**src/core/fles_pkg.sv**
```systemverilog
// Constants, register map and command codes for the erase sequencer host.
package fles_pkg;
    // Clock period of i_mclk in nanoseconds.
    localparam int CLK_NS = 8;
    // Least write-strobe low and high times, and read access time.
    localparam int WP_NS  = 35;
    localparam int WPH_NS = 30;
    localparam int RD_NS  = 70;
    // Least hardware reset pulse width.
    localparam int RST_NS = 500;
    // Sector collection window; the host must stay below it, so round down.
    localparam int WIN_US = 50;
    localparam int WP_CYC  = (WP_NS + CLK_NS - 1) / CLK_NS;
    localparam int WPH_CYC = (WPH_NS + CLK_NS - 1) / CLK_NS;
    localparam int RD_CYC  = (RD_NS + CLK_NS - 1) / CLK_NS;
    localparam int RST_CYC = (RST_NS + CLK_NS - 1) / CLK_NS;
    localparam int WIN_CYC = (WIN_US * 1000) / CLK_NS;
    // Depth of the pin synchroniser on the data lines.
    localparam int SYNC_N  = 2;
    localparam int WIN_W   = 16;
    localparam int CNT_W   = 8;
    // Register byte offsets on the AXI4-Lite bus.
    localparam logic [3:0] REG_CTRL = 4'h0;
    localparam logic [3:0] REG_ADDR = 4'h4;
    localparam logic [3:0] REG_STAT = 4'h8;
    // Operation codes written into the low bits of the control register.
    localparam logic [2:0] OP_CHIP = 3'h1;
    localparam logic [2:0] OP_SECT = 3'h2;
    localparam logic [2:0] OP_ADD  = 3'h3;
    localparam logic [2:0] OP_SUS  = 3'h4;
    localparam logic [2:0] OP_RES  = 3'h5;
    localparam logic [2:0] OP_READ = 3'h6;
    localparam logic [2:0] OP_RST  = 3'h7;
    // Status register bit positions.
    localparam int STAT_BUSY   = 0;
    localparam int STAT_ERR    = 1;
    localparam int STAT_WIN    = 2;
    localparam int STAT_SUS    = 3;
    localparam int STAT_RD_LSB = 16;
    // Flash bus addresses and data codes of the command cycles.
    localparam logic [21:0] UNLK_A1 = 22'h00_0555;
    localparam logic [21:0] UNLK_A2 = 22'h00_02aa;
    localparam logic [21:0] ANY_A   = 22'h00_0000;
    localparam logic [15:0] CD_UNLK1 = 16'h00aa;
    localparam logic [15:0] CD_UNLK2 = 16'h0055;
    localparam logic [15:0] CD_SETUP = 16'h0080;
    localparam logic [15:0] CD_CHIP  = 16'h0010;
    localparam logic [15:0] CD_SECT  = 16'h0030;
    localparam logic [15:0] CD_SUS   = 16'h00b0;
    localparam logic [15:0] CD_RES   = 16'h0030;
    // Index of the final cycle of a six-cycle erase sequence.
    localparam logic [2:0] LAST_STEP = 3'h5;
    localparam logic [1:0] RESP_OK  = 2'h0;
    localparam logic [1:0] RESP_ERR = 2'h2;
    // Sequencer states.
    typedef enum logic [2:0] {S_IDLE, S_WSU, S_WLO, S_WHI, S_RLO, S_RST}
        fles_state_t;
endpackage

```
**src/core/fles_host.sv**
```systemverilog
// Host-side erase sequencer driving a parallel NOR flash, AXI4-Lite control.
`timescale 1ns/10ps
module fles_host
    import fles_pkg::*;
#(
    parameter logic [WIN_W-1:0] P_WIN_CYC = WIN_W'(WIN_CYC)
) (
    input  wire logic        i_mclk,
    input  wire logic        i_sys_rst,
    input  wire logic [3:0]  i_axi_awaddr,
    input  wire logic        i_axi_awvalid,
    output logic             o_axi_awready,
    input  wire logic [31:0] i_axi_wdata,
    input  wire logic [3:0]  i_axi_wstrb,
    input  wire logic        i_axi_wvalid,
    output logic             o_axi_wready,
    output logic [1:0]       o_axi_bresp,
    output logic             o_axi_bvalid,
    input  wire logic        i_axi_bready,
    input  wire logic [3:0]  i_axi_araddr,
    input  wire logic        i_axi_arvalid,
    output logic             o_axi_arready,
    output logic [31:0]      o_axi_rdata,
    output logic [1:0]       o_axi_rresp,
    output logic             o_axi_rvalid,
    input  wire logic        i_axi_rready,
    output logic [21:0]      o_fl_addr,
    output logic [15:0]      o_fl_dq,
    output logic             o_fl_dq_oe,
    input  wire logic [15:0] i_fl_dq,
    output logic             o_fl_ce_n,
    output logic             o_fl_oe_n,
    output logic             o_fl_we_n,
    output logic             o_fl_rst_n
);
    // Bus-side state: held address and data of a pending write, response.
    logic        aw_q, aw_d, w_q, w_d, bv_q, bv_d, rv_q, rv_d;
    logic [3:0]  awa_q, awa_d, ws_q, ws_d;
    logic [31:0] wd_q, wd_d, rd_bus_q, rd_bus_d;
    logic [1:0]  br_q, br_d, rr_q, rr_d;
    // Software-visible control state.
    logic [31:0] addr_q, addr_d;
    logic        err_q, err_d, sus_q, sus_d;
    logic [WIN_W-1:0] win_q, win_d;
    // Sequencer state.
    fles_state_t st_q, st_d;
    logic [CNT_W-1:0] cnt_q, cnt_d;
    logic [2:0]  step_q, step_d, op_q, op_d;
    logic [15:0] rd_q, rd_d;
    // Registered pin values.
    logic [21:0] pa_q, pa_d;
    logic [15:0] pd_q, pd_d;
    logic        poe_q, poe_d, ce_q, ce_d, oe_q, oe_d, we_q, we_d;
    logic        rst_q, rst_d;
    // Data-line synchroniser; only the second stage is read by logic.
    logic [15:0] dqs1_q, dqs2_q;
    // Command decode terms.
    logic        wr_fire, cmd_go, busy, accept, refuse;
    logic [2:0]  cmd_op;
    logic [21:0] seq_a;
    logic [15:0] seq_d;

    // Handshake outputs come straight from the holding flags.
    assign o_axi_awready = !aw_q && !bv_q;
    assign o_axi_wready  = !w_q && !bv_q;
    assign o_axi_bvalid  = bv_q;
    assign o_axi_bresp   = br_q;
    assign o_axi_arready = !rv_q;
    assign o_axi_rvalid  = rv_q;
    assign o_axi_rresp   = rr_q;
    assign o_axi_rdata   = rd_bus_q;
    assign o_fl_addr  = pa_q;
    assign o_fl_dq    = pd_q;
    assign o_fl_dq_oe = poe_q;
    assign o_fl_ce_n  = ce_q;
    assign o_fl_oe_n  = oe_q;
    assign o_fl_we_n  = we_q;
    assign o_fl_rst_n = rst_q;

    // A write is performed once both its address and its data are held.
    assign wr_fire = aw_q && w_q && !bv_q;
    assign cmd_go  = wr_fire && (awa_q == REG_CTRL) && ws_q[0];
    assign cmd_op  = wd_q[2:0];
    assign busy    = (st_q != S_IDLE);
    // Late additions are refused here rather than risk a lost sector.
    assign accept = cmd_go && !busy && (cmd_op != 3'h0)
                    && ((cmd_op != OP_ADD) || (win_q != '0));
    assign refuse = cmd_go && !accept;

    // Address and data of the current command cycle.
    always_comb begin
        seq_a = UNLK_A1;
        seq_d = CD_UNLK1;
        unique case (step_q)
            3'h1, 3'h4: begin
                seq_a = UNLK_A2;    // Second unlock cycle.
                seq_d = CD_UNLK2;
            end
            3'h2: seq_d = CD_SETUP; // Erase set-up cycle.
            3'h5: begin
                unique case (op_q)
                    OP_CHIP: seq_d = CD_CHIP;
                    OP_SECT, OP_ADD: begin
                        seq_a = addr_q[21:0];
                        seq_d = CD_SECT;
                    end
                    OP_SUS: begin
                        seq_a = ANY_A;
                        seq_d = CD_SUS;
                    end
                    default: begin
                        seq_a = ANY_A;
                        seq_d = CD_RES;
                    end
                endcase
            end
            default: ;              // Steps 0 and 3 are the first unlock.
        endcase
    end

    // Bus slave next state: capture, register writes, responses, reads.
    always_comb begin
        aw_d = aw_q;
        awa_d = awa_q;
        w_d = w_q;
        wd_d = wd_q;
        ws_d = ws_q;
        bv_d = bv_q;
        br_d = br_q;
        rv_d = rv_q;
        rr_d = rr_q;
        rd_bus_d = rd_bus_q;
        addr_d = addr_q;
        if (i_axi_awvalid && o_axi_awready) begin
            aw_d = 1'b1;
            awa_d = i_axi_awaddr;
        end
        if (i_axi_wvalid && o_axi_wready) begin
            w_d = 1'b1;
            wd_d = i_axi_wdata;
            ws_d = i_axi_wstrb;
        end
        if (wr_fire) begin
            aw_d = 1'b0;
            w_d = 1'b0;
            bv_d = 1'b1;
            br_d = (awa_q == REG_CTRL || awa_q == REG_ADDR
                    || awa_q == REG_STAT) ? RESP_OK : RESP_ERR;
            // The sector address honours byte strobes.
            if (awa_q == REG_ADDR) begin
                for (int b = 0; b < 4; b++) begin
                    if (ws_q[b]) begin
                        addr_d[8*b +: 8] = wd_q[8*b +: 8];
                    end
                end
            end
        end
        if (bv_q && i_axi_bready) begin
            bv_d = 1'b0;
        end
        if (i_axi_arvalid && o_axi_arready) begin
            rv_d = 1'b1;
            rr_d = RESP_OK;
            rd_bus_d = '0;
            unique case (i_axi_araddr)
                REG_CTRL: rd_bus_d[2:0] = op_q;
                REG_ADDR: rd_bus_d = addr_q;
                REG_STAT: begin
                    rd_bus_d[STAT_BUSY] = busy;
                    rd_bus_d[STAT_ERR] = err_q;
                    rd_bus_d[STAT_WIN] = (win_q != '0);
                    rd_bus_d[STAT_SUS] = sus_q;
                    rd_bus_d[STAT_RD_LSB +: 16] = rd_q;
                end
                default: rr_d = RESP_ERR;
            endcase
        end else if (rv_q && i_axi_rready) begin
            rv_d = 1'b0;
        end
    end

    // Sequencer next state and pin values, one cycle behind the state.
    always_comb begin
        st_d = st_q;
        cnt_d = cnt_q;
        step_d = step_q;
        op_d = op_q;
        rd_d = rd_q;
        err_d = err_q;
        sus_d = sus_q;
        // The window drains on its own; the device erases when it empties.
        win_d = (win_q != '0) ? win_q - 1'b1 : win_q;
        if (refuse) begin
            err_d = 1'b1;
        end else if (accept) begin
            err_d = 1'b0;
        end
        unique case (st_q)
            S_IDLE: begin
                if (accept) begin
                    op_d = cmd_op;
                    // Only full erases send the unlock and set-up cycles.
                    step_d = (cmd_op == OP_CHIP || cmd_op == OP_SECT)
                             ? 3'h0 : LAST_STEP;
                    st_d = S_WSU;
                    if (cmd_op == OP_READ) begin
                        st_d = S_RLO;
                        cnt_d = CNT_W'(RD_CYC + SYNC_N);
                    end else if (cmd_op == OP_RST) begin
                        st_d = S_RST;
                        cnt_d = CNT_W'(RST_CYC);
                    end
                    // Suspend ends the window; chip erase has none.
                    if (cmd_op == OP_SUS || cmd_op == OP_CHIP) begin
                        win_d = '0;
                    end
                    if (cmd_op == OP_SUS) begin
                        sus_d = 1'b1;
                    end
                    if (cmd_op == OP_RES) begin
                        sus_d = 1'b0;
                    end
                end
            end
            S_WSU: begin
                st_d = S_WLO;
                cnt_d = CNT_W'(WP_CYC);
            end
            S_WLO: begin
                cnt_d = cnt_q - 1'b1;
                if (cnt_q == CNT_W'(1)) begin
                    st_d = S_WHI;
                    cnt_d = CNT_W'(WPH_CYC);
                end
            end
            S_WHI: begin
                // The window restarts at the strobe rise of each sector.
                if (cnt_q == CNT_W'(WPH_CYC) && step_q == LAST_STEP
                    && (op_q == OP_SECT || op_q == OP_ADD)) begin
                    win_d = P_WIN_CYC;
                end
                cnt_d = cnt_q - 1'b1;
                if (cnt_q == CNT_W'(1)) begin
                    st_d = (step_q == LAST_STEP) ? S_IDLE : S_WSU;
                    step_d = step_q + 1'b1;
                end
            end
            S_RLO: begin
                cnt_d = cnt_q - 1'b1;
                if (cnt_q == CNT_W'(1)) begin
                    rd_d = dqs2_q;
                    st_d = S_IDLE;
                end
            end
            S_RST: begin
                // Reset drops any pending sectors and any suspension.
                win_d = '0;
                sus_d = 1'b0;
                cnt_d = cnt_q - 1'b1;
                if (cnt_q == CNT_W'(1)) begin
                    st_d = S_IDLE;
                end
            end
        endcase
        // Pins follow the present state, so they lag it by one cycle.
        pa_d = (st_q == S_RLO) ? addr_q[21:0] : seq_a;
        pd_d = seq_d;
        poe_d = (st_q == S_WSU || st_q == S_WLO || st_q == S_WHI);
        ce_d = !(poe_d || st_q == S_RLO);
        oe_d = (st_q != S_RLO);
        we_d = (st_q != S_WLO);
        rst_d = (st_q != S_RST);
    end

    // Register every group; reset leaves the flash bus idle and released.
    always_ff @(posedge i_mclk) begin
        dqs1_q <= i_fl_dq;
        dqs2_q <= dqs1_q;
        if (i_sys_rst) begin
            aw_q <= 1'b0;
            w_q <= 1'b0;
            bv_q <= 1'b0;
            rv_q <= 1'b0;
            awa_q <= '0;
            ws_q <= '0;
            wd_q <= '0;
            br_q <= RESP_OK;
            rr_q <= RESP_OK;
            rd_bus_q <= '0;
            addr_q <= '0;
            err_q <= 1'b0;
            sus_q <= 1'b0;
            win_q <= '0;
            st_q <= S_IDLE;
            cnt_q <= '0;
            step_q <= '0;
            op_q <= '0;
            rd_q <= '0;
            pa_q <= '0;
            pd_q <= '0;
            poe_q <= 1'b0;
            ce_q <= 1'b1;
            oe_q <= 1'b1;
            we_q <= 1'b1;
            rst_q <= 1'b1;
        end else begin
            aw_q <= aw_d;
            w_q <= w_d;
            bv_q <= bv_d;
            rv_q <= rv_d;
            awa_q <= awa_d;
            ws_q <= ws_d;
            wd_q <= wd_d;
            br_q <= br_d;
            rr_q <= rr_d;
            rd_bus_q <= rd_bus_d;
            addr_q <= addr_d;
            err_q <= err_d;
            sus_q <= sus_d;
            win_q <= win_d;
            st_q <= st_d;
            cnt_q <= cnt_d;
            step_q <= step_d;
            op_q <= op_d;
            rd_q <= rd_d;
            pa_q <= pa_d;
            pd_q <= pd_d;
            poe_q <= poe_d;
            ce_q <= ce_d;
            oe_q <= oe_d;
            we_q <= we_d;
            rst_q <= rst_d;
        end
    end

    // Helper for checks: write strobes issued since the last command.
    logic [3:0] nwr_q;
    always_ff @(posedge i_mclk) begin
        if (i_sys_rst || accept) begin
            nwr_q <= '0;
        end else if (we_q && !we_d) begin
            nwr_q <= nwr_q + 1'b1;
        end
    end
endmodule // fles_host

```
**config.mk**
```make
export PLATFORM = sky130hd
export DESIGN_NAME = fles_host
export DESIGN_NICKNAME = d
export VERILOG_FILES = /design/src/core/fles_pkg.sv /design/src/core/fles_host.sv
export SDC_FILE = /design/constraint.sdc
export NUM_CORES = 1
export LEC_CHECK = 0
export ABC_AREA = 1
export BUFFER_PORTS_ARGS = -buffer_cell sky130_fd_sc_hd__buf_2
export CAP_MARGIN = 20
export CORE_MARGIN = 5
export CORE_UTILIZATION = 60
export CTS_CLUSTER_SIZE = 24
export DETAILED_ROUTE_END_ITERATION = 8
export PLACE_DENSITY = 0.85
export SETUP_SLACK_MARGIN = 0.1
export SYNTH_ARGS = -nofsm -noshare
export SYNTH_HDL_FRONTEND = slang
export SYNTH_SLANG_ARGS = --single-unit
```
**constraint.sdc**
```tcl
create_clock -name i_mclk -period 4.8 [get_ports i_mclk]
set_input_delay 0.72 -clock i_mclk [delete_from_list [all_inputs] [get_ports i_mclk]]
set_output_delay 0.72 -clock i_mclk [all_outputs]
set_load 0.01 [all_outputs]
```
After elaboration in Yosys (flattened, before gate mapping)
Index checks and enable logic that the tools add are counted.
{ "op_classes": {"n_mux": 41, "add_sub_neg": 3, "n_reduce_logical": 60, "n_eq_ne": 35} }
{ "ops": {"columns": ["op", "n"], "rows": [
  ["22-bit case mux with 2 select lines", 2],
  ["16-bit 2-to-1 mux", 4],
  ["16-bit case mux with 3 select lines", 1],
  ["8-bit 2-to-1 mux", 4],
  ["16-bit case mux with 2 select lines", 1],
  ["8-bit case mux with 4 select lines", 1],
  ["3-bit == test (second input constant)", 9],
  ["3-bit 2-to-1 mux", 9],
  ["8-bit case mux with 3 select lines", 1],
  ["22-bit 2-to-1 mux", 1],
  ["3-bit by 2-bit == test with 1-bit output (second input constant)", 6],
  ["3-bit AND reduction", 6],
  ["1-bit logical AND", 17],
  ["8-bit case mux with 2 select lines", 1],
  ["16-bit nonzero test", 1],
  ["16-bit by 1-bit subtractor with 16-bit output (second input constant)", 1],
  ["3-bit case mux with 5 select lines", 1],
  ["3-bit by 1-bit == test with 1-bit output (second input constant)", 4],
  ["12-bit 2-to-1 mux", 1],
  ["3-bit inequality test (second input constant)", 4],
  ["2-bit OR reduction", 5],
  ["1-bit logical OR", 9],
  ["3-bit case mux with 3 select lines", 1],
  ["4-bit by 3-bit == test with 1-bit output (second input constant)", 2],
  ["other kinds (20)", 47]
]} }
{ "totals": {"register_bits": 238, "elab_cells": 170} }

Logic depth before layout (Yosys ltp)
{ "depth": {"depth_word": 10, "mapped_depth": 11, "ltp_nobuf": 11} }

Worst setup path before layout
OpenSTA, ideal clock, no wires.
{ "synth_path": {"path_kind": "input to register", "startpoint": "input i_sys_rst", "endpoint": "register rd_bus_q[3] (netlist: o_axi_rdata[3])", "setup_time_ns": 0.059, "cell_stages": 6, "t_required_ns": 4.741, "t_arrival_ns": 1.673, "path_buffers": 3, "path_slack_ns": 3.068, "path_cell_list": "clkbuf_1 -> inv_1 -> buf_2 -> clkbuf_1 -> o221ai_1 -> inv_1"} }
{ "synth_rtl": {"columns": ["item", "line_no", "rtl"], "rows": [
  ["start: declaration", "fles_host.sv:9", "input wire logic i_sys_rst,"],
  ["end signal: assignment", "fles_host.sv:316", "rd_bus_q <= rd_bus_d;"],
  ["end: declaration", "fles_host.sv:39", "logic [31:0] wd_q, wd_d, rd_bus_q, rd_bus_d;"]
]} }
No word-level cell between the ends.

==> results.json <==
{
  "critPathArrivalTime_ns": 2.82,
  "fin_util": 0.7211,
  "syn_inst": 1112,
  "grt_pass1_wl_um": 33400,
  "critPathKind": "in2reg",
  "period_minus_slack_ns": 2.370,
  "wirelength_um": 21080,
  "synthTopCellsByArea": "dfxtp_1, nor2_1, o21ai_0, nand2_1, inv_1",
  "drt_iter0_drc": 631,
  "drv_cap": 0,
  "ctsResizeCount": 0,
  "grt_pass1_vias": 7080,
  "n_antenna_cell": 0,
  "synth_ff_type": "dfxtp_1",
  "cts_buffers": 22,
  "area_growth_pct": 16.71,
  "p_per_area_mw_per_mm2": 457.1,
  "critPathLaunchType": "input port",
  "synth-edff-count": 0,
  "avgViaCountPerCell": 5.391,
  "setup_viol": 0,
  "place.gp.congestion": 0.9077,
  "synth_seq_cells": 225,
  "yosysWarnings": 0,
  "period_share": 0.4937,
  "crit_slowest_cell": "buf_4",
  "outcome": "finished, final reports clean",
  "slew_headroom": 0.3165,
  "async_flop_share": 0,
  "drc": 0,
  "path_max_fanout": 123,
  "cpMostUsedCell": "buf_4",
  "tightest_slew_ns": 1.025,
  "num_vias": 7672,
  "syn_area_sq_mm": 0.008643,
  "clkSinkCount": 225,
  "place_area_sq_mm": 0.009351,
  "rows": 43,
  "grt-ovfl-total": 0,
  "rsz0062_at_grt": "false",
  "yosysSeqAreaShare": 0.5211,
  "hold_viol": 0,
  "cts_tree": "yes",
  "peakVddDrop_v": 0.0002490,
  "clkLatencyLatePin_ns": 0.50,
  "die_area_sq_mm": 0.01691,
  "port_buffers": 140,
  "final_cell_area_sq_mm": 0.01009,
  "hpwlAfterDp_um": 14600,
  "finalClockSkew_ns": 0.01366,
  "synth.avg_cell_area_sq_um": 7.773,
  "htreeDepth": 1,
  "start_util": 0.6179,
  "die_x_um": 130.0,
  "clock_path_buffers": 3,
  "synth.distinct_cells": 44,
  "maxSlewViolCount": 0,
  "holdBufCountCts": 0,
  "drive_gt1_frac": 0.1786,
  "clk_pin_slew_worst_paths_ns": 0.06,
  "cts_root_buf": "clkbuf_16",
  "post-cts-setup-buffers": 0,
  "firstDrtPassIters": 7,
  "hold_ws_ns": 0.3161,
  "final_antenna_net_count": 0,
  "die_h_um": 130.0,
  "critPathRequiredTime_ns": 5.25,
  "max_freq_ghz": 0.4220,
  "cp_cell_sequence": "buf_2 -> buf_4 -> clkinv_2 -> buf_4 -> o21ai_0 -> a31o_2 -> inv_1",
  "synth_top_area_frac": 0.5211,
  "core-area_sq_mm": 0.01399,
  "grt_usage": 0.2415,
  "power.leakage_uw": 0.004575,
  "grt_antenna_before_repair": 0,
  "wl_per_cell_um": 14.81,
  "num-nets-final": 1308,
  "grt_max_degree": 124,
  "end_kind": "flop",
  "hold_path.class": "in2reg",
  "synth_top_cell_by_area": "dfxtp_1",
  "num_io_pins": 151,
  "tns_ns": 0,
  "max_stage_delay_ns": 0.82
}
-- placed cells by master (no fill, tap or decap), drive strengths merged, types with 7 or more instances in the layout --
| master | netlist | routed |
|---|---|---|
| dfxtp | 225 | 225 |
| nor2 | 224 | 224 |
| nand2 | 156 | 156 |
| buf | 31 | 147 |
| o21ai | 143 | 143 |
| inv | 102 | 101 |
| a21oi | 60 | 60 |
| nand3 | 51 | 51 |
| nor3 | 30 | 30 |
| clkbuf | 27 | 29 |
| a31o | 10 | 10 |
| conb | 1 | 10 |
| xor2 | 9 | 9 |
| nand4 | 9 | 9 |
| ha | 7 | 7 |
-- metrics by stage --
stage	setup WS [ns]	total power (uW)	cells
floorplan	3.068	2759	1121
CTS	2.447	4607	1421
global placement	2.080	2947	1388
detailed placement	2.005	2974	1388
finish	2.430	4611	1423
global route	2.309	4832	1423
-- Yosys cell counts (3+ instances only) --
master,count
a31o_2,10
nand4_1,8
xor2_1,9
buf_1,3
inv_2,10
clkbuf_1,27
dfxtp_1,225
nand3_1,47
nor3_1,29
inv_1,92
buf_2,13
buf_4,15
nand2_1,149
nand2_2,5
nand3_2,3
ha_1,7
nor2_2,9
a21oi_1,60
nor2_1,213
o211ai_1,6
o21ai_0,141
-- logic make-up (layout without fill, tap and decap cells) --
logic type / Yosys count / after routing / synth area share
xor+xnor: 11 / 11 / 0.01115
simple gates: 478 / 478 / 0.2373
fa+ha+maj: 7 / 7 / 0.01013
buf+inv: 162 / 284 / 0.07875
flops: 225 / 225 / 0.5211
other cells: 1 / 10 / 0.0004339
compound gates: 228 / 228 / 0.1411
-- registers in the layout, indices dropped and copies added (netlist names), 4 cells and up --
| name | count |
|---|---|
| addr_q | 32 |
| o_axi_rdata | 32 |
| wd_q | 32 |
| o_fl_addr | 22 |
| dqs1_q | 16 |
| dqs2_q | 16 |
| rd_q | 16 |
| win_q | 16 |
| cnt_q | 8 |
| o_fl_dq | 5 |
| awa_q | 4 |
| ws_q | 4 |
-- final timing paths --
path / from / to / slack, ns / depth (start not counted)
worst max-delay path: i_sys_rst / o_axi_rdata[26]$_SDFFE_PP0P_ / 2.43 / 7
worst min-delay path: i_fl_dq[13] / dqs1_q[13]$_DFF_P_ / 0.32 / 1
worst max register to register: win_q[0]$_SDFF_PP0_ / win_q[11]$_SDFF_PP0_ / 2.78 / 10
worst min register to register: dqs1_q[15]$_DFF_P_ / dqs2_q[15]$_DFF_P_ / 0.33 / 0
-- layout make-up --
| class | instances | area [sq um] |
|---|---|---|
| clock buffer | 29 | 596.8 |
| clock inverter | 4 | 83.83 |
| fill | 1094 | 3901 |
| inverter | 104 | 391.6 |
| multi-input combinational | 734 | 3492 |
| sequential | 225 | 4504 |
| tap | 180 | 225.2 |
| timing repair buffer | 147 | 793.3 |
-- where the power goes --
part,switching (uW),internal [uW]
registers,82.4,1990
clock network,674,974
logic,585,301
-- worst max-delay path: cells and delay by family --
| kind | cells | cell delay [ns] |
|---|---|---|
| buffers and inverters | 5 | 1.49 |
| AOI/OAI and AO/OA | 2 | 0.54 |
-- metal layers --
layer / GRT usage / wire length (um) / part of all wire / up-vias
met5: 0 / 0 / 0 / -
met2: 0.4104 / 10190 / 0.48 / 301
met3: 0.04175 / 1510 / 0.072 / 58
met1: 0.3108 / 8756 / 0.42 / 3497
met4: 0.08557 / 622 / 0.030 / 0
li1: - / - / - / 3816
No activity file was read; power rests on OpenSTA's default activity.
